==> src/verilog/pio_defs.svh <==
// Purpose: Constants for the pattern I/O control front end.
// Assumes: 50 MHz system clock; register offsets are byte addresses.
// Notes:   Pulse counts derive from nanosecond figures and the clock rate.
`ifndef PIO_DEFS_SVH
`define PIO_DEFS_SVH

`define PIO_CLK_MHZ         50
`define PIO_REQ_IN_LOW_NS   50
`define PIO_ACK_IN_LOW_NS   100
`define PIO_REQ_OUT_LOW_NS  100
`define PIO_ACK_OUT_LOW_NS  100
// A pulse "longer than" a time needs one cycle beyond the rounded-down count.
`define PIO_MORE_THAN_CYC(ns) ((((ns) * `PIO_CLK_MHZ) / 1000) + 1)
// A driven pulse of a fixed length rounds down, never below one cycle.
`define PIO_HOLD_CYC(ns) (((((ns) * `PIO_CLK_MHZ) / 1000) < 1) ? 1 : (((ns) * `PIO_CLK_MHZ) / 1000))

`define PIO_ADR_CTRL    8'h00
`define PIO_ADR_CMD     8'h04
`define PIO_ADR_DOUT    8'h08
`define PIO_ADR_DIN     8'h0C
`define PIO_ADR_STATUS  8'h10
`define PIO_ADR_IRQ_CLR 8'h14
`define PIO_ADR_IRQ_EN  8'h18

`define PIO_CTRL_DIR       1:0
`define PIO_CTRL_GP        2
`define PIO_CTRL_IN_HS     3
`define PIO_CTRL_OUT_HS    4
`define PIO_CTRL_IN_GO_R   5
`define PIO_CTRL_IN_HALT_R 6
`define PIO_CTRL_OUT_GO_R  7
`define PIO_CTRL_OUT_HLT_R 8
`define PIO_CTRL_RST       32'h0000_0000

`define PIO_CMD_IN_START   0
`define PIO_CMD_IN_STOP    1
`define PIO_CMD_OUT_START  2
`define PIO_CMD_OUT_STOP   3

`define PIO_ST_LINES       3:0
`define PIO_ST_IN_RUN      8
`define PIO_ST_OUT_RUN     9
`define PIO_ST_CAP_VALID   10
`define PIO_ST_STAGED      11

`define PIO_LINE_IRQS      3:0
`define PIO_HALF_UP        31:16
`define PIO_WORD_RST       32'h0000_0000
`define PIO_NIB_RST        4'h0

`endif

==> src/verilog/pio_pkg.sv <==
// Purpose: Types for the pattern I/O control front end.
// Assumes: Nothing beyond SystemVerilog packages.
// Notes:   Control pin groups travel as one packed struct per direction.
package pio_pkg;

    typedef enum logic [1:0] {
        dir_all_input,
        dir_half_split,
        dir_all_output
    } pio_dir_type;

    // The hs member is the active-low request (input side) or acknowledge (output side).
    typedef struct packed {
        logic pacer;
        logic go;
        logic halt;
        logic hs;
    } pio_ctl_type;

    typedef enum {in_idle, in_write, in_ack, in_release} pio_in_st_type;

    typedef enum {out_idle, out_req, out_wait, out_done} pio_out_st_type;

endpackage : pio_pkg

==> src/verilog/pio_front.sv <==
// Purpose: Direction, interrupts and external control of a 32-line pattern port.
// Assumes: Wishbone classic slave on clk_i; all pins are asynchronous to clk_i.
// Notes:   The transfer engine sits outside and meets this block at cap_* and gen_*.
//
// The Wishbone interface to the registers and the placing of the registers were decided locally.
`timescale 1ns/10ps
`include "pio_defs.svh"

// Behaviour
// - Software sets direction in 16-line halves.
// - Same direction setting for both usage modes.
// - General mode: four low lines, rising-edge interrupts.
// - Five control signals for each pattern direction.
// - Pacer clock falling edge moves one word.
// - Selected edge of go starts transfer.
// - Selected edge of halt stops transfer.
// - Request and acknowledge are active low.
// - Input accepted after request low beyond 50ns.
// - Accepted word goes to host memory write.
// - Acknowledge low 100ns after write completes.
// - Output presents data, request low 100ns.
// - Acknowledge low beyond 100ns completes; prefetch early.
// - Line interrupts merge into one output.
// - Each line interrupt is enabled separately.
module pio_front
    import pio_pkg::*;
#(
    parameter int CW = 4
) (
    input  wire logic        clk_i,
    input  wire logic        rst_i,
    input  wire logic [7:0]  wb_adr_i,
    input  wire logic [31:0] wb_dat_i,
    output logic      [31:0] wb_dat_o,
    input  wire logic [3:0]  wb_sel_i,
    input  wire logic        wb_we_i,
    input  wire logic        wb_cyc_i,
    input  wire logic        wb_stb_i,
    output logic             wb_ack_o,
    output logic             irq_o,
    input  wire logic [31:0] data_i,
    output logic      [31:0] data_o,
    output logic      [31:0] data_oe_o,
    input  wire pio_ctl_type in_ctl_i,
    output logic             in_hs_acknowledge_n_o,
    input  wire pio_ctl_type out_ctl_i,
    output logic             out_hs_request_n_o,
    output logic             in_run_o,
    output logic             out_run_o,
    output logic      [31:0] cap_data_o,
    output logic             cap_valid_o,
    input  wire logic        cap_done_i,
    input  wire logic [31:0] gen_data_i,
    input  wire logic        gen_valid_i,
    output logic             gen_ready_o
);

    localparam logic [CW-1:0] REQ_IN_CYC  = CW'(`PIO_MORE_THAN_CYC(`PIO_REQ_IN_LOW_NS));
    localparam logic [CW-1:0] ACK_IN_CYC  = CW'(`PIO_HOLD_CYC(`PIO_ACK_IN_LOW_NS));
    localparam logic [CW-1:0] REQ_OUT_CYC = CW'(`PIO_HOLD_CYC(`PIO_REQ_OUT_LOW_NS));
    localparam logic [CW-1:0] ACK_OUT_CYC = CW'(`PIO_MORE_THAN_CYC(`PIO_ACK_OUT_LOW_NS));

    logic [39:0]    sync1_q, sync2_q, sync3_q;
    pio_ctl_type    in_s, in_p, out_s, out_p;
    logic [31:0]    din_s, din_p;
    logic [31:0]    ctrl_q, dout_q, pat_q, stage_q, rd_d, wmask;
    logic [3:0]     st_q, en_q, cmd_d, clr_d;
    logic           gp_mode, in_hs_sel, out_hs_sel, stage_full_q;
    logic           in_go_ev, in_halt_ev, out_go_ev, out_halt_ev;
    logic           in_run_q, out_run_q, cap_valid_q, take_gen, wr_go;
    logic [CW-1:0]  in_cnt_q, out_cnt_q;
    pio_dir_type    dir;
    pio_in_st_type  in_st_q;
    pio_out_st_type out_st_q;

    // Stage one feeds stage two only; edges are found between stages two and three.
    always_ff @(posedge clk_i) begin
        if (rst_i) begin
            sync1_q <= 40'h00_0000_0000;
            sync2_q <= 40'h00_0000_0000;
            sync3_q <= 40'h00_0000_0000;
        end else begin
            sync1_q <= {data_i, in_ctl_i, out_ctl_i};
            sync2_q <= sync1_q;
            sync3_q <= sync2_q;
        end
    end

    assign {din_s, in_s, out_s} = sync2_q;
    assign {din_p, in_p, out_p} = sync3_q;

    assign dir        = pio_dir_type'(ctrl_q[`PIO_CTRL_DIR]);
    assign gp_mode    = ctrl_q[`PIO_CTRL_GP];
    assign in_hs_sel  = ctrl_q[`PIO_CTRL_IN_HS];
    assign out_hs_sel = ctrl_q[`PIO_CTRL_OUT_HS];

    // One direction field serves general and pattern use alike.
    always_comb begin
        case (dir)
            dir_half_split: data_oe_o = {16'hFFFF, 16'h0000};
            dir_all_output: data_oe_o = 32'hFFFF_FFFF;
            default:        data_oe_o = 32'h0000_0000;
        endcase
    end

    assign data_o = gp_mode ? dout_q : pat_q;

    // Start and stop edges; software commands act the same way.
    assign in_go_ev    = ctrl_q[`PIO_CTRL_IN_GO_R] ? (in_s.go & ~in_p.go)
                                                   : (in_p.go & ~in_s.go);
    assign in_halt_ev  = ctrl_q[`PIO_CTRL_IN_HALT_R] ? (in_s.halt & ~in_p.halt)
                                                     : (in_p.halt & ~in_s.halt);
    assign out_go_ev   = ctrl_q[`PIO_CTRL_OUT_GO_R] ? (out_s.go & ~out_p.go)
                                                    : (out_p.go & ~out_s.go);
    assign out_halt_ev = ctrl_q[`PIO_CTRL_OUT_HLT_R] ? (out_s.halt & ~out_p.halt)
                                                     : (out_p.halt & ~out_s.halt);

    // A stop in the same cycle as a start wins, so a halted run never restarts by accident.
    always_ff @(posedge clk_i) begin
        if (rst_i) begin
            in_run_q  <= 1'b0;
            out_run_q <= 1'b0;
        end else begin
            if (in_halt_ev || cmd_d[`PIO_CMD_IN_STOP])
                in_run_q <= 1'b0;
            else if (in_go_ev || cmd_d[`PIO_CMD_IN_START])
                in_run_q <= 1'b1;
            if (out_halt_ev || cmd_d[`PIO_CMD_OUT_STOP])
                out_run_q <= 1'b0;
            else if (out_go_ev || cmd_d[`PIO_CMD_OUT_START])
                out_run_q <= 1'b1;
        end
    end

    assign in_run_o  = in_run_q;
    assign out_run_o = out_run_q;

    // Input side: pacer capture or request/acknowledge handshake.
    always_ff @(posedge clk_i) begin
        if (rst_i) begin
            in_st_q     <= in_idle;
            in_cnt_q    <= '0;
            cap_valid_q <= 1'b0;
            cap_data_o  <= `PIO_WORD_RST;
        end else begin
            if (cap_done_i)
                cap_valid_q <= 1'b0;
            case (in_st_q)
                in_idle: begin
                    if (in_run_q && !in_hs_sel && in_p.pacer && !in_s.pacer) begin
                        cap_data_o  <= din_s;
                        cap_valid_q <= 1'b1;
                    end else if (in_run_q && in_hs_sel && !in_s.hs) begin
                        // Shorter low pulses are glitches; no data moves before this.
                        if (in_cnt_q == REQ_IN_CYC - 1'b1) begin
                            cap_data_o  <= din_s;
                            cap_valid_q <= 1'b1;
                            in_cnt_q    <= '0;
                            in_st_q     <= in_write;
                        end else begin
                            in_cnt_q <= in_cnt_q + 1'b1;
                        end
                    end else begin
                        in_cnt_q <= '0;
                    end
                end
                in_write: begin
                    if (cap_done_i)
                        in_st_q <= in_ack;
                end
                in_ack: begin
                    if (in_cnt_q == ACK_IN_CYC - 1'b1) begin
                        in_cnt_q <= '0;
                        in_st_q  <= in_release;
                    end else begin
                        in_cnt_q <= in_cnt_q + 1'b1;
                    end
                end
                in_release: begin
                    // Waiting for request high stops one long pulse counting twice.
                    if (in_s.hs)
                        in_st_q <= in_idle;
                end
                default: in_st_q <= in_idle;
            endcase
        end
    end

    assign cap_valid_o           = cap_valid_q;
    assign in_hs_acknowledge_n_o = (in_st_q != in_ack);

    // Output side: word taken from the engine by pacer, idle handshake or early prefetch.
    assign take_gen = gen_valid_i && (
        (out_run_q && !out_hs_sel && out_p.pacer && !out_s.pacer && out_st_q == out_idle) ||
        (out_run_q && out_hs_sel && out_st_q == out_idle && !stage_full_q) ||
        (out_st_q == out_wait && out_p.hs && !out_s.hs && !stage_full_q));
    assign gen_ready_o = take_gen;

    always_ff @(posedge clk_i) begin
        if (rst_i) begin
            out_st_q     <= out_idle;
            out_cnt_q    <= '0;
            pat_q        <= `PIO_WORD_RST;
            stage_q      <= `PIO_WORD_RST;
            stage_full_q <= 1'b0;
        end else begin
            case (out_st_q)
                out_idle: begin
                    out_cnt_q <= '0;
                    if (out_run_q && !out_hs_sel && take_gen) begin
                        pat_q <= gen_data_i;
                    end else if (out_run_q && out_hs_sel && stage_full_q) begin
                        pat_q        <= stage_q;
                        stage_full_q <= 1'b0;
                        out_st_q     <= out_req;
                    end else if (take_gen) begin
                        pat_q    <= gen_data_i;
                        out_st_q <= out_req;
                    end
                end
                out_req: begin
                    if (out_cnt_q == REQ_OUT_CYC - 1'b1) begin
                        out_cnt_q <= '0;
                        out_st_q  <= out_wait;
                    end else begin
                        out_cnt_q <= out_cnt_q + 1'b1;
                    end
                end
                out_wait: begin
                    if (take_gen) begin
                        stage_q      <= gen_data_i;
                        stage_full_q <= 1'b1;
                    end
                    if (out_s.hs) begin
                        out_cnt_q <= '0;
                    end else if (out_cnt_q == ACK_OUT_CYC - 1'b1) begin
                        out_cnt_q <= '0;
                        out_st_q  <= out_done;
                    end else begin
                        out_cnt_q <= out_cnt_q + 1'b1;
                    end
                end
                out_done: begin
                    if (out_s.hs)
                        out_st_q <= out_idle;
                end
                default: out_st_q <= out_idle;
            endcase
        end
    end

    assign out_hs_request_n_o = (out_st_q != out_req);

    // Register bus: ack one cycle after the request, write at the ack edge.
    assign wmask = {{8{wb_sel_i[3]}}, {8{wb_sel_i[2]}}, {8{wb_sel_i[1]}}, {8{wb_sel_i[0]}}};
    assign wr_go = wb_cyc_i && wb_stb_i && wb_we_i && wb_ack_o;
    assign cmd_d = (wr_go && wb_adr_i == `PIO_ADR_CMD) ? (wb_dat_i[3:0] & wmask[3:0]) : 4'h0;
    assign clr_d = (wr_go && wb_adr_i == `PIO_ADR_IRQ_CLR) ? (wb_dat_i[3:0] & wmask[3:0])
                                                            : 4'h0;

    always_comb begin
        rd_d = 32'h0000_0000;
        case (wb_adr_i)
            `PIO_ADR_CTRL:   rd_d = ctrl_q;
            `PIO_ADR_DOUT:   rd_d = dout_q;
            `PIO_ADR_DIN:    rd_d = din_s;
            `PIO_ADR_IRQ_EN: rd_d[`PIO_LINE_IRQS] = en_q;
            `PIO_ADR_STATUS: begin
                rd_d[`PIO_ST_LINES]     = st_q;
                rd_d[`PIO_ST_IN_RUN]    = in_run_q;
                rd_d[`PIO_ST_OUT_RUN]   = out_run_q;
                rd_d[`PIO_ST_CAP_VALID] = cap_valid_q;
                rd_d[`PIO_ST_STAGED]    = stage_full_q;
            end
            default: rd_d = 32'h0000_0000;
        endcase
    end

    always_ff @(posedge clk_i) begin
        if (rst_i) begin
            wb_ack_o <= 1'b0;
            wb_dat_o <= `PIO_WORD_RST;
        end else begin
            wb_ack_o <= wb_cyc_i && wb_stb_i && !wb_ack_o;
            if (wb_cyc_i && wb_stb_i && !wb_ack_o)
                wb_dat_o <= rd_d;
        end
    end

    always_ff @(posedge clk_i) begin
        if (rst_i) begin
            ctrl_q <= `PIO_CTRL_RST;
            dout_q <= `PIO_WORD_RST;
            en_q   <= `PIO_NIB_RST;
        end else if (wr_go) begin
            if (wb_adr_i == `PIO_ADR_CTRL)
                ctrl_q <= (ctrl_q & ~wmask) | (wb_dat_i & wmask);
            if (wb_adr_i == `PIO_ADR_DOUT)
                dout_q <= (dout_q & ~wmask) | (wb_dat_i & wmask);
            if (wb_adr_i == `PIO_ADR_IRQ_EN && wb_sel_i[0])
                en_q <= wb_dat_i[`PIO_LINE_IRQS];
        end
    end

    // Sticky line events; a new edge in the clearing cycle survives.
    always_ff @(posedge clk_i) begin
        if (rst_i)
            st_q <= `PIO_NIB_RST;
        else if (gp_mode && dir != dir_all_output)
            st_q <= (st_q & ~clr_d) | (din_s[`PIO_LINE_IRQS] & ~din_p[`PIO_LINE_IRQS]);
        else
            st_q <= st_q & ~clr_d;
    end

    assign irq_o = |(st_q & en_q);
endmodule : pio_front

==> config.mk <==
export PLATFORM = sky130hd
export DESIGN_NAME = pio_front
export DESIGN_NICKNAME = d
export VERILOG_FILES = /design/src/verilog/pio_pkg.sv /design/src/verilog/pio_front.sv
export VERILOG_INCLUDE_DIRS = /design/src /design/src/verilog
export SDC_FILE = /design/constraint.sdc
export NUM_CORES = 1
export LEC_CHECK = 0
export ABC_AREA = 1
export BUFFER_PORTS_ARGS = -buffer_cell sky130_fd_sc_hd__buf_2
export CAP_MARGIN = 0
export CORE_MARGIN = 4
export CORE_UTILIZATION = 29
export CTS_BUF_LIST = sky130_fd_sc_hd__clkbuf_16
export CTS_CLUSTER_SIZE = 40
export DETAILED_ROUTE_END_ITERATION = 16
export PLACE_DENSITY = 0.52
export SETUP_SLACK_MARGIN = 0.2
export SLEW_MARGIN = 20
export SYNTH_ARGS = -nofsm -noshare
export SYNTH_HDL_FRONTEND = slang
export SYNTH_SLANG_ARGS = --single-unit
==> constraint.sdc <==
create_clock -name clk_i -period 2.84 [get_ports clk_i]
set_clock_uncertainty 0.1 [all_clocks]
set_input_delay 0.426 -clock clk_i [delete_from_list [all_inputs] [get_ports clk_i]]
set_output_delay 0.426 -clock clk_i [all_outputs]
set_load 0.02 [all_outputs]
Word-level counts from Yosys, hierarchy flattened
Cells that the tools add are included.
- bits in registers: 369
- output and inout port bits: 136
- input bits: 123
- reductions and logical operators: 63
- equal/unequal tests: 36
- muxes and demuxes: 52
- bitwise operators: 29
- add/subtract/negate cells: 2
- operators with widths (operator ; count):
    32-bit two-way mux ; 20
    32-bit one-hot mux with 4 select lines ; 2
    32-bit by 2-bit equality test with 1-bit output, second input constant ; 4
    32-bit bitwise AND ; 3
    32-bit zero test ; 3
    32-bit by 1-bit equality test with 1-bit output, second input constant ; 2
    32-bit bitwise OR ; 2
    32-bit one-hot mux with 2 select lines ; 1
    20-bit one-hot mux with 3 select lines ; 1
    4-bit two-way mux ; 10
    32-bit by 3-bit equality test with 1-bit output, second input constant ; 1
    32-bit by 2-bit inequality test with 1-bit output, second input constant ; 1
    32-bit by 3-bit inequality test with 1-bit output, second input constant ; 1
    32-bit inverter ; 1
    2-bit inequality test, second input constant ; 14
    1-bit logical AND ; 26
    8-bit by 5-bit equality test with 1-bit output, second input constant ; 3
    4-bit one-hot mux with 3 select lines ; 2
    4-bit one-hot mux with 5 select lines ; 1
    4-bit bitwise AND ; 4
    8-bit by 4-bit equality test with 1-bit output, second input constant ; 2
    4-bit one-hot mux with 4 select lines ; 1
    4-bit by 3-bit equality test with 1-bit output, second input constant ; 3
    1-bit two-way mux ; 12
    23 further kinds ; 62

Longest topological paths before layout
Gate-level depths: netlist (run 1).
- word-level depth: 12
- depth in mapped cells: 10

Least setup slack after synthesis (run 1)
OpenSTA, ideal clock, no wires.
- kind: register -> output
- start: register (tool-made name)
- end: output data_o[0]
- buffers on the path: 1
- stages on the path, launching flop included: 4
- setup slack: 1.047 ns
- arrival: 1.267 ns
- cells stage by stage: dfxtp_1 clkinv_1 clkbuf_1 o21ai_0
- RTL lines (what ; line ; source):
    to (decl) ; pio_front.sv:42 ; output logic [31:0] data_o,

Worst setup path in the final report (run 1)
- start: register out_st_q[0]
- end: output gen_ready_o
- word-level cells in the longest chain between the ends: 6
- elaborated cells between the ends (all ways): 11
- classes of those cells: eq/ne: 1; reduce/logical: 10
- ends and longest elaborated chain (what ; line ; source):
    from (decl) ; pio_front.sv:74 ; pio_out_st_type out_st_q;
    from (signal assigned) ; pio_front.sv:201 ; out_st_q <= out_idle;
    from (signal assigned) ; pio_front.sv:215 ; out_st_q <= out_req;
    from (signal assigned) ; pio_front.sv:218 ; out_st_q <= out_req;
    32-bit by 3-bit equality test with 1-bit output / 32-bit zero test (equally long branches) ; pio_front.sv:196, pio_front.sv:194, pio_front.sv:195 ;
    1-bit logical AND (on tied branches) (2 in series) ; pio_front.sv:196, pio_front.sv:195 ;
    1-bit logical AND / 1-bit logical OR (equally long branches) ; pio_front.sv:196, pio_front.sv:194 ;
    1-bit logical OR * ; pio_front.sv:195 ; (out_run_q && out_hs_sel && out_st_q == out_idle && !stage_full_q) ||
    1-bit logical AND * ; pio_front.sv:193 ; assign take_gen = gen_valid_i && (
    to (decl) ; pio_front.sv:55 ; output logic gen_ready_o
Every way passes the cells marked *; elsewhere a longest branch is shown, timed or not.

==> results by group, run 1 <==
Status
  – Status: completed

Yosys
  – Post-synth top cells: nand2_1 (336), nor2_1 (318), dfxtp_1 (308)
  – Synth cell types: 37
  – Yosys reg bits: 308
  – Avg Synthesized Cell Area: 7.35 um^2
  – Top cells by area, synth: dfxtp_1 (48%), nand2_1 (9.9%), nor2_1 (9.4%)
  – Post-Synthesis Cell Area: 12700 um^2
  – Synth Instances: 1732
  – Synth Flop Type: dfxtp_1
  – Post-synth net total: 1873
  – Synth area leader: dfxtp_1
  – Ys async rst share: 0
  – Post-synth top area share: 0.484
  – Most frequent cell after synthesis: nand2_1
  – Post-synth EDFFs: 0
  – Seq/Total Area, Yosys: 0.484
  – Syn. warnings: 0

Setup path
  – Slowest-stage cell, CP: dfxtp_1
  – Setup CP Type: reg -> out
  – Max incr delay on CP: 0.40 ns
  – CP cell instances: inv_1, ha_1, nand3_1, nand3_2, nand2_4, inv_1, buf_2
  – Crit-path max FO: 6
  – Critical path origin: out_st_q[0]
  – CP top delay family: flip-flops
  – Worst Reg-to-Reg Cells: 9
  – Setup crit start kind: flop
  – Reg-to-reg setup timing slack: 0.76 ns
  – CP most frequent cell: inv_1
  – Worst Setup EP: gen_ready_o
  – Critical path required time: 2.31 ns
  – Arr. time, crit path: 1.90 ns
  – CP bufs+invs: 3
  – FF-to-FF Start: in_cnt_q[0]
  – Reg-to-Reg End: cap_data_o[31]
  – Critical path depth: 7
  – CP Capture Type: output pin

STA
  – RSZ-0062 raised after global routing: no
  – Worst setup margin: 0.411 ns
  – Final hold violation count: 0
  – Tightest Pin Transition: 0.740 ns
  – Fin crit period: 2.43 ns
  – Max frequency: 412 MHz
  – Slew Limit Headroom: 0.507
  – Max-slew violations: 0
  – # setup viols final: 0
  – Period utilization: 0.855
  – Post-route setup TNS: 0 ns

Power and ir drop
  – Pwr/cell area: 602 nW/um^2
  – Static Leak: 7.27 nW
  – Worst VDD drop: 0.400 mV

Place
  – Port bufs: 258
  – GPL Wtd Cong: 0.882
  – DP Area: 14300 um^2
  – Post-Place Worst Slack: 0.563 ns
  – Inst Count DP: 2481
  – Hpwl dp: 29400 um

Route
  – Vias per cell: 4.54
  – Drt total wl: 40200 um
  – Initial DRC Count: 754
  – Total number of vias: 11.8k
  – Antenna-violating nets left: 0
  – DRC viols: 0
  – Wire per inst: 15.6 um
  – DRT Pass-1 Iters: 5

Run
  – Max_cap viols: 0

CTS
  – CTS buffer count: 37
  – Clock-pin slew on the worst setup and hold paths: 0.06 ns
  – Clk_lat worst skew: 0.54 ns
  – Clock sinks: 308
  – Clock buffer depth: 3
  – Clock Tree Root: clkbuf_16
  – CTS tree: done
  – Number of H-tree levels: 2

Global routing
  – Pin count of the biggest net entering global routing: 158
  – Global-route wire length before repair: 61400 um
  – GRT Residual Overflow: 0
  – Gr usage total: 0.165
  – Initial antenna violation count: 9
  – Vias in the first global route: 11.5k

Cells and area
  – Area Growth Syn to Fin: 24.4%
  – Register area: 6170 um^2
  – Final Util: 0.366
  – Fraction of layout cells with a size suffix above 1: 0.188
  – Final instance area: 15900 um^2
  – Layout Cells excl Fill: 2587
  – Final-stage net count: 2119
  – Fillers: 4642
  – Multi-input logic area: 5170 um^2

Die
  – Starting Density: 0.294
  – Die X: 218 um
  – Die Footprint: 47300 um^2
  – Boundary Pins: 259
  – Die Span Y: 218 um
  – CORE AREA: 43300 um^2
  – Row count: 76

Min path
  – Hold WC Path Type: in -> reg
  – Min-delay src: gen_data_i[6]
[placed cells by master, fill, tap and decap left out, drive strengths merged, types with 11 or more instances in the layout]
cell type,count
ha,18
mux2,32
a21oi,116
dfxtp,308
clkbuf,38
nor2,324
nand2,338
clkinv,11
nand3,70
dlygate4sd3,43
buf,274
o21ai,163
nand4,11
inv,223
[per-stage QoR]
stage / hold WS (ns) / total power [W]
floorplan: 0.288 / 0.00504
global placement: 0.289 / 0.00530
detailed placement: 0.292 / 0.00532
CTS: 0.00168 / 0.00972
global route: 0.0227 / 0.0100
finish: 0.0392 / 0.00954
[what timing repair did]
item	CTS	global route
endpoints found under the hold margin	43	0
hold buffers	43	0
buffers inserted	0	0
resized for setup	0	1
endpoints found under the setup margin	0	4
[layer usage]
layer	GRT usage	vias to the layer above	wire length, um
met1	0.199	5441	16800
li1	-	5900	-
met3	0.0486	69	3170
met2	0.286	333	19400
met5	0	-	67
met4	0.0428	12	873
[where the power goes]
part           total [W]  leakage, nW  switching [W]  internal, W
Clock            0.00428        0.568        0.00185      0.00243
Sequential       0.00449         2.50      0.0000695      0.00442
Combinational   0.000772         4.20       0.000472     0.000299
[worst min-delay path by stage]
| stage | slack [ns] | to | cells after the start |
|---|---|---|---|
| 2_1_floorplan | 0.29 | sync2_q[0] | 2 |
| 3_3_place_gp | 0.29 | sync2_q[23] | 2 |
| 3_5_place_dp | 0.29 | sync2_q[20] | 2 |
| 4_1_cts | 0.002 | stage_q[13] | 3 |
| 5_1_grt | 0.02 | stage_q[14] | 3 |
| 6_report | 0.04 | stage_q[6] | 3 |
[logic make-up after synthesis]
| group | Yosys count | synth area share |
|---|---|---|
| buffers and inverters | 322 | 0.110 |
| muxes | 32 | 0.0283 |
| DFF | 308 | 0.484 |
| AOI/OAI and AO/OA | 288 | 0.116 |
| xor gates and xnor gates | 1 | 0.000688 |
| and+or+nand+nor | 763 | 0.243 |
| adders and majority gates | 18 | 0.0177 |
[worst reg2reg max path: cells and delay by family, from the launching register on]
kind	cells	cell delay, ns
compound gates	1	0.33
fa+ha+maj	1	0.16
buf+inv	2	0.44
flops	1	0.33
simple gates	5	0.61
[final cells by class]
type,instances,share of cell area
Antenna cell,2,0.000316
Multi-Input combinational cell,1102,0.326
Tap cell,585,0.0462
Clock buffer,38,0.0600
Timing Repair Buffer,317,0.120
Sequential cell,308,0.389
Inverter,212,0.0503
Clock inverter,23,0.00829
Note: power is estimated with default switching activity, not from simulation.
==> run 2, diff against run 1 <==
ABC_AREA = not set   (was 1)
==> run 2 against run 1 <==
Die area shrank 0.65%. Count of clock-buffer cells in the layout down 1. Utilization up 0.086 points. Highest routed layer unchanged. Setup slack lost 0.097 ns. First-iteration DRC count down 36%. Combinational power decreased by 40%. Largest cell class unchanged. Clock power is 1% higher. Critical endpoint is now data_o[0].
==> results by group, run 2 <==
Cells and area
  – Fillers: 4327 (was 4642)
  – Commonest non-fill, non-tap cells in the layout: dfxtp_1 (307), buf_2 (257), nor2_1 (148), mux2i_1 (138), nor2b_1 (95) (was nand2_1 (336), nor2_1 (317), dfxtp_1 (308), buf_2 (257), inv_1 (214))
  – Layout Cells excl Fill: 2119 (was 2587)
  – Fraction of layout cells with a size suffix above 1: 0.270 (was 0.188)
  – Final Util: 0.367 (was 0.366)
  – Final-stage net count: 1652 (was 2119)
  – Area Growth Syn to Fin: 25.0% (was 24.4%)
  – Register area: 6170 um^2 (about the same)
  – Commonest non-fill, non-tap cell in the layout: dfxtp_1 (was nand2_1)
  – Multi-input logic area: 5930 um^2 (was 5170 um^2)

CTS
  – CTS tree: done (unchanged)
  – CTS buffer count: 36 (was 37)
  – Clock sinks: 308 (unchanged)
  – Clock-pin slew on the worst setup and hold paths: 0.06 ns (about the same)
  – Clock Tree Root: clkbuf_16 (unchanged)
  – Number of H-tree levels: 2 (unchanged)
  – # Post-CTS Setup Buffers: 0 (unchanged)
  – Clock buffer depth: 3 (unchanged)
  – Clk_lat worst skew: 0.54 ns (about the same)

Route
  – Vias per cell: 4.62 (was 4.54)
  – Wire per inst: 18.0 um (was 15.6 um)
  – DRC viols: 0 (unchanged)
  – Drt total wl: 38200 um (was 40200 um)
  – DRT Pass-1 Iters: 5 (unchanged)
  – Initial DRC Count: 484 (was 754)
  – Total number of vias: 9791 (was 11.8k)
  – Antenna-violating nets left: 0 (unchanged)

Global routing
  – M3 GR Usage: 0.0362 (was 0.0486)
  – Initial antenna violation count: 5 (was 9)
  – Gr busiest metal: met2 (unchanged)
  – Global-route wire length before repair: 57800 um (was 61400 um)
  – Vias in the first global route: 9637 (was 11.5k)
  – GR Util met2: 0.256 (was 0.286)
  – GRT Residual Overflow: 0 (unchanged)
  – Met1 global-route usage: 0.210 (was 0.199)
  – Gr usage total: 0.157 (was 0.165)
  – Pin count of the biggest net entering global routing: 122 (was 158)

Die
  – Die Span Y: 217 um (was 218 um)
  – CORE AREA: 43100 um^2 (was 43300 um^2)
  – Die X: 217 um (was 218 um)
  – Starting Density: 0.294 (about the same)
  – Die Footprint: 47000 um^2 (was 47300 um^2)
  – Row count: 76 (unchanged)
  – Boundary Pins: 259 (unchanged)

Yosys
  – Ys async rst share: 0 (unchanged)
  – Seq/Total Area, Yosys: 0.487 (was 0.484)
  – Yosys reg bits: 308 (unchanged)
  – Syn. warnings: 0 (unchanged)
  – Avg Synthesized Cell Area: 9.95 um^2 (was 7.35 um^2)
  – Post-synth top cells: dfxtp_1 (308), nor2_1 (149), mux2i_1 (138) (was nand2_1 (336), nor2_1 (318), dfxtp_1 (308))
  – Top cells by area, synth: dfxtp_1 (49%), mux2i_1 (11%), mux2_2 (5.0%) (was dfxtp_1 (48%), nand2_1 (9.9%), nor2_1 (9.4%))
  – Most frequent cell after synthesis: dfxtp_1 (was nand2_1)
  – Post-Synthesis Cell Area: 12700 um^2 (about the same)
  – Synth cell types: 60 (was 37)
  – Post-synth EDFFs: 0 (unchanged)
  – Synth Instances: 1271 (was 1732)
  – Synth Flop Type: dfxtp_1 (unchanged)
  – Post-synth top area share: 0.487 (was 0.484)
  – Post-synth net total: 1412 (was 1873)
  – Synth area leader: dfxtp_1 (unchanged)

STA
  – Tightest Pin Transition: 0.882 ns (was 0.740 ns)
  – Max frequency: 396 MHz (was 412 MHz)
  – Period utilization: 0.889 (was 0.855)
  – RSZ-0062 raised after global routing: no (unchanged)
  – Max-slew violations: 0 (unchanged)
  – Final hold violation count: 0 (unchanged)
  – Post-route setup TNS: 0 ns (unchanged)
  – Slew Limit Headroom: 0.412 (was 0.507)
  – Fin crit period: 2.53 ns (was 2.43 ns)
  – # setup viols final: 0 (unchanged)

Power and ir drop
  – Static Leak: 7.32 nW (was 7.27 nW)
  – Pwr/cell area: 583 nW/um^2 (was 602 nW/um^2)
  – Worst VDD drop: 0.377 mV (was 0.400 mV)

Run
  – Max_cap viols: 0 (unchanged)

Setup path
  – Critical path required time: 2.31 ns (about the same)
  – Worst Reg-to-Reg Cells: 7 (was 9)
  – Arr. time, crit path: 2.00 ns (was 1.90 ns)
  – Crit-path max FO: 19 (was 6)
  – Setup crit start kind: flop (unchanged)
  – CP Capture Type: output pin (unchanged)
  – Setup CP Type: reg -> out (unchanged)

Min path
  – Hold WC Path Type: in -> reg (unchanged)
  – Worst hold path depth: 2 (was 3)

Place
  – Hpwl dp: 26700 um (was 29400 um)
  – Port bufs: 258 (unchanged)
  – GPL Wtd Cong: 0.838 (was 0.882)
  – Inst Count DP: 2025 (was 2481)

Status
  – Status: completed (unchanged)
==> run 2: cell count changes in the layout (fill, tap and decap cells not counted), sizes merged, moves of 32 or more <==
cell,previous run,this run
nand3,70,13
nand2,338,95
a21oi,116,75
a22oi,0,32
a22o,0,34
nor2b,0,95
inv,223,25
mux2i,0,138
o21ai,163,12
a211oi,1,34
nor2,324,151
==> run 2: area by class of cell <==
| class | count | share of cell area |
|---|---|---|
| Tap cell | 585 | 0.0463 |
| Multi-Input combinational cell | 835 | 0.375 |
| Inverter | 20 | 0.00475 |
| Antenna cell | 2 | 0.000316 |
| Timing Repair Buffer | 310 | 0.116 |
| Clock buffer | 37 | 0.0585 |
| Clock inverter | 22 | 0.00941 |
| Sequential cell | 308 | 0.390 |
==> run 2: report_power, final <==
group	leakage [nW]	switching, W	internal, W
clock	0.550	0.00181	0.00252
sequential	2.50	0.0000326	0.00439
combinational	4.27	0.000269	0.000194
==> run 2: cell families (layout without fill, tap and decap cells) <==
| family | count (synthesis) | count (layout) | share of synthesized area |
|---|---|---|---|
| buffers and inverters | 128 | 389 | 0.0487 |
| XOR/XNOR | 3 | 3 | 0.00208 |
| AO/OA/AOI/OAI | 211 | 211 | 0.114 |
| multiplexers | 194 | 194 | 0.159 |
| other | 0 | 2 | 0 |
| AND/OR/NAND/NOR | 409 | 409 | 0.171 |
| flip-flops | 308 | 308 | 0.487 |
| adder cells (fa/ha/maj) | 18 | 18 | 0.0178 |
==> run 2: final timing paths <==
| check | start | to | slack [ns] |
|---|---|---|---|
| worst max register to register | out_st_q[0] | pat_q[28] | 0.47 |
| worst min-delay path | data_i[14] | sync1_q[22] | 0.03 |
| worst min register to register | sync1_q[16] | sync2_q[16] | 0.34 |
| worst max-delay path | flop | data_o[0] | 0.31 |
==> run 2: per-layer routing <==
layer  wire length [um]  up-vias
li1                   -     4861
met2              17800      240
met4                685        6
met3               2100       44
met1              17600     4640
met5                 34        -
==> run 2: stage by stage <==
stage	area, um^2	hold slack [ns]	setup slack, ns	power (W)
after floorplan	12700	0.314	0.764	0.00473
after global placement	14400	0.319	0.486	0.00494
after detailed placement	14400	0.325	0.418	0.00494
after CTS	15800	0.000137	0.228	0.00936
after global routing	15800	0.0128	0.205	0.00956
final	15800	0.0261	0.314	0.00922
==> run 2: critical path, stage by stage (launching register included) <==
cell and delay (ns):
dfxtp_2 0.64, buf_12 0.26, mux2_2 0.35, buf_2 0.19
==> run 2: repair_timing <==
item	4_1_cts	5_1_grt
setup endpoints to repair	0	1
hold endpoints to repair	33	0
hold buffers	33	0
resized for setup	0	2
==> run 3, diff against run 2 <==
--- a/constraint.sdc
+++ b/constraint.sdc
@@ -4,2 +4,2 @@
 set_output_delay 0.426 -clock clk_i [all_outputs]
-set_load 0.02 [all_outputs]
+set_load 0.05 [all_outputs]
==> run 3 against run 2 <==
Cell area decreased by 0.63%. Utilization decreased by 0.23 points. Count of clock-buffer cells in the layout unchanged. Register-to-register slack got worse by 0.04 ns. Routed wire length decreased by 0.66%. Global-route usage decreased by 0.17 points. Non-clock buffer count decreased by 9. Fmax about the same. Critical path depth increased by 3. Cell count decreased by 0.19%. Hold slack got worse by 0.0047 ns. Die area unchanged. Critical path type unchanged. Largest cell class unchanged.
==> results by group, run 3 (synthesized netlist as in run 2, its figures left out) <==
Min path
  – Hold WC Path Type: in -> reg (unchanged)

CTS
  – CTS tree: done (unchanged)
  – Clock Tree Root: clkbuf_16 (unchanged)
  – Clk_lat worst skew: 0.53 ns (was 0.54 ns)
  – Clock sinks: 308 (unchanged)
  – Number of H-tree levels: 2 (unchanged)
  – Clock buffer depth: 3 (unchanged)
  – CTS buffer count: 36 (unchanged)
  – Clock-pin slew on the worst setup and hold paths: 0.06 ns (about the same)

Route
  – Wire per inst: 18.0 um (about the same)
  – DRC viols: 0 (unchanged)
  – DRT Pass-1 Iters: 4 (was 5)
  – Antenna-violating nets left: 0 (unchanged)
  – Total number of vias: 9860 (was 9791)
  – Drt total wl: 38000 um (was 38200 um)
  – Initial DRC Count: 464 (was 484)
  – Vias per cell: 4.66 (was 4.62)

Cells and area
  – Area Growth Syn to Fin: 24.2% (was 25.0%)
  – Fillers: 4355 (was 4327)
  – Final Util: 0.365 (was 0.367)
  – Commonest non-fill, non-tap cells in the layout: dfxtp_1 (307), buf_2 (256), nor2_1 (148), mux2i_1 (138), nor2b_1 (95) (was dfxtp_1 (307), buf_2 (257), nor2_1 (148), mux2i_1 (138), nor2b_1 (95))
  – Fraction of layout cells with a size suffix above 1: 0.277 (was 0.270)
  – Final-stage net count: 1643 (was 1652)
  – Multi-input logic area: 5930 um^2 (about the same)
  – Commonest non-fill, non-tap cell in the layout: dfxtp_1 (unchanged)
  – Register area: 6170 um^2 (unchanged)

Setup path
  – Setup crit start kind: flop (unchanged)
  – Crit-path max FO: 5 (was 19)
  – CP cell instances: inv_1, ha_2, nand2_1, o311ai_4, and2_4, buf_6 (was buf_12, mux2_2, buf_2)
  – Critical path required time: 2.31 ns (about the same)
  – Max incr delay on CP: 0.35 ns (was 0.64 ns)
  – Arr. time, crit path: 2.00 ns (about the same)
  – CP Capture Type: output pin (unchanged)
  – Slowest-stage cell, CP: dfxtp_1 (was dfxtp_2)
  – Setup CP Type: reg -> out (unchanged)

STA
  – Post-route setup TNS: 0 ns (unchanged)
  – Slew Limit Headroom: 0.425 (was 0.412)
  – # setup viols final: 0 (unchanged)
  – Fin crit period: 2.53 ns (about the same)
  – Tightest Pin Transition: 0.861 ns (was 0.882 ns)
  – Final hold violation count: 0 (unchanged)
  – Max frequency: 396 MHz (about the same)
  – Period utilization: 0.890 (was 0.889)
  – RSZ-0062 raised after global routing: no (unchanged)
  – Max-slew violations: 0 (unchanged)

Power and ir drop
  – Psw: 0.00212 W (was 0.00211 W)
  – Sw Share: 0.230 (was 0.229)
  – Sequential share of power: 0.479 (about the same)
  – Pwr/cell area: 587 nW/um^2 (was 583 nW/um^2)
  – Worst VDD drop: 0.364 mV (was 0.377 mV)
  – Static Leak: 7.30 nW (was 7.32 nW)
  – Comb power frac: 0.051 (was 0.050)
  – Clk pwr share: 0.471 (was 0.470)
  – Internal: 0.00711 W (was 0.00710 W)

Die
  – Die Footprint: 47000 um^2 (unchanged)
  – Boundary Pins: 259 (unchanged)
  – Row count: 76 (unchanged)
  – CORE AREA: 43100 um^2 (unchanged)
  – Die X: 217 um (unchanged)
  – Die Span Y: 217 um (unchanged)
  – Starting Density: 0.294 (unchanged)

Run
  – Max_cap viols: 0 (unchanged)

Global routing
  – Pin count of the biggest net entering global routing: 90 (was 122)
  – Initial antenna violation count: 7 (was 5)
  – Vias in the first global route: 9645 (was 9637)
  – GRT Residual Overflow: 0 (unchanged)
  – Gr usage total: 0.156 (was 0.157)
  – Global-route wire length before repair: 57500 um (was 57800 um)

Status
  – Status: completed (unchanged)

Place
  – GPL Wtd Cong: 0.802 (was 0.838)
  – Port bufs: 258 (unchanged)
  – Hpwl dp: 27400 um (was 26700 um)
run 3: changes by cell type in the layout (fill, tap and decap cells not counted), moves of 2 or more:
cell	change
clkinv_2	-2
inv_1	+3
dlygate4sd3_1	-17
buf_4	+10
buf_12	-2
clkinv_1	+2
run 3: layer usage:
layer,up-vias,routed length [um],track usage
met2,247,17300,0.253
met3,60,2300,0.0364
met4,10,801,0.0420
met1,4684,17600,0.209
met5,-,62,0
li1,4859,-,-
run 3: path summary, 6_finish.rpt:
kind,from,end,slack (ns),cells after the start
min reg2reg,sync1_q[36],sync2_q[36],0.33,1
max,out_st_q[0],gen_ready_o,0.31,6
min,data_i[5],sync1_q[13],0.02,2
max reg2reg,out_st_q[0],pat_q[23],0.43,7
run 3: critical path: cells and delay by family (launching register included):
family	cells	cell delay [ns]
buffers and inverters	2	0.26
adder cells (fa/ha/maj)	1	0.22
AND/OR/NAND/NOR	2	0.35
AO/OA/AOI/OAI	1	0.30
flip-flops	1	0.35
run 3: layout make-up:
type / instances / share of cell area
Clock inverter: 27 / 0.0111
Clock buffer: 37 / 0.0589
Tap cell: 585 / 0.0466
Multi-Input combinational cell: 835 / 0.377
Sequential cell: 308 / 0.392
Antenna cell: 2 / 0.000318
Inverter: 20 / 0.00478
Timing Repair Buffer: 301 / 0.109
run 3: metrics by stage:
stage | worst slack (ns) | total power, W | hold WS, ns | instance area (um^2) | instances
after floorplan | 0.631 | 0.00474 | 0.314 | 12700 | 1271
after global placement | 0.455 | 0.00496 | 0.319 | 14400 | 2032
after detailed placement | 0.399 | 0.00497 | 0.322 | 14400 | 2032
after CTS | 0.209 | 0.00938 | 0.00317 | 15700 | 2112
after global routing | 0.220 | 0.00959 | 0.00970 | 15700 | 2114
final | 0.314 | 0.00923 | 0.0213 | 15700 | 2115
run 3: power groups by stage:
stage | Sequential (W) | Clock [W] | Combinational [W]
finish | 0.00442 | 0.00434 | 0.000469
global route | 0.00442 | 0.00466 | 0.000510
CTS | 0.00442 | 0.00448 | 0.000474
detailed placement | 0.00451 | 0 | 0.000455
global placement | 0.00451 | 0 | 0.000449
floorplan | 0.00452 | 0 | 0.000226
run 3: what timing repair did:
action | CTS | global route
endpoints found under the setup margin | 1 | 1
hold endpoints to repair | 16 | 0
pin swaps | 0 | 1
buffers inserted | 0 | 1
gates resized for setup | 4 | 1
hold buffers | 16 | 0
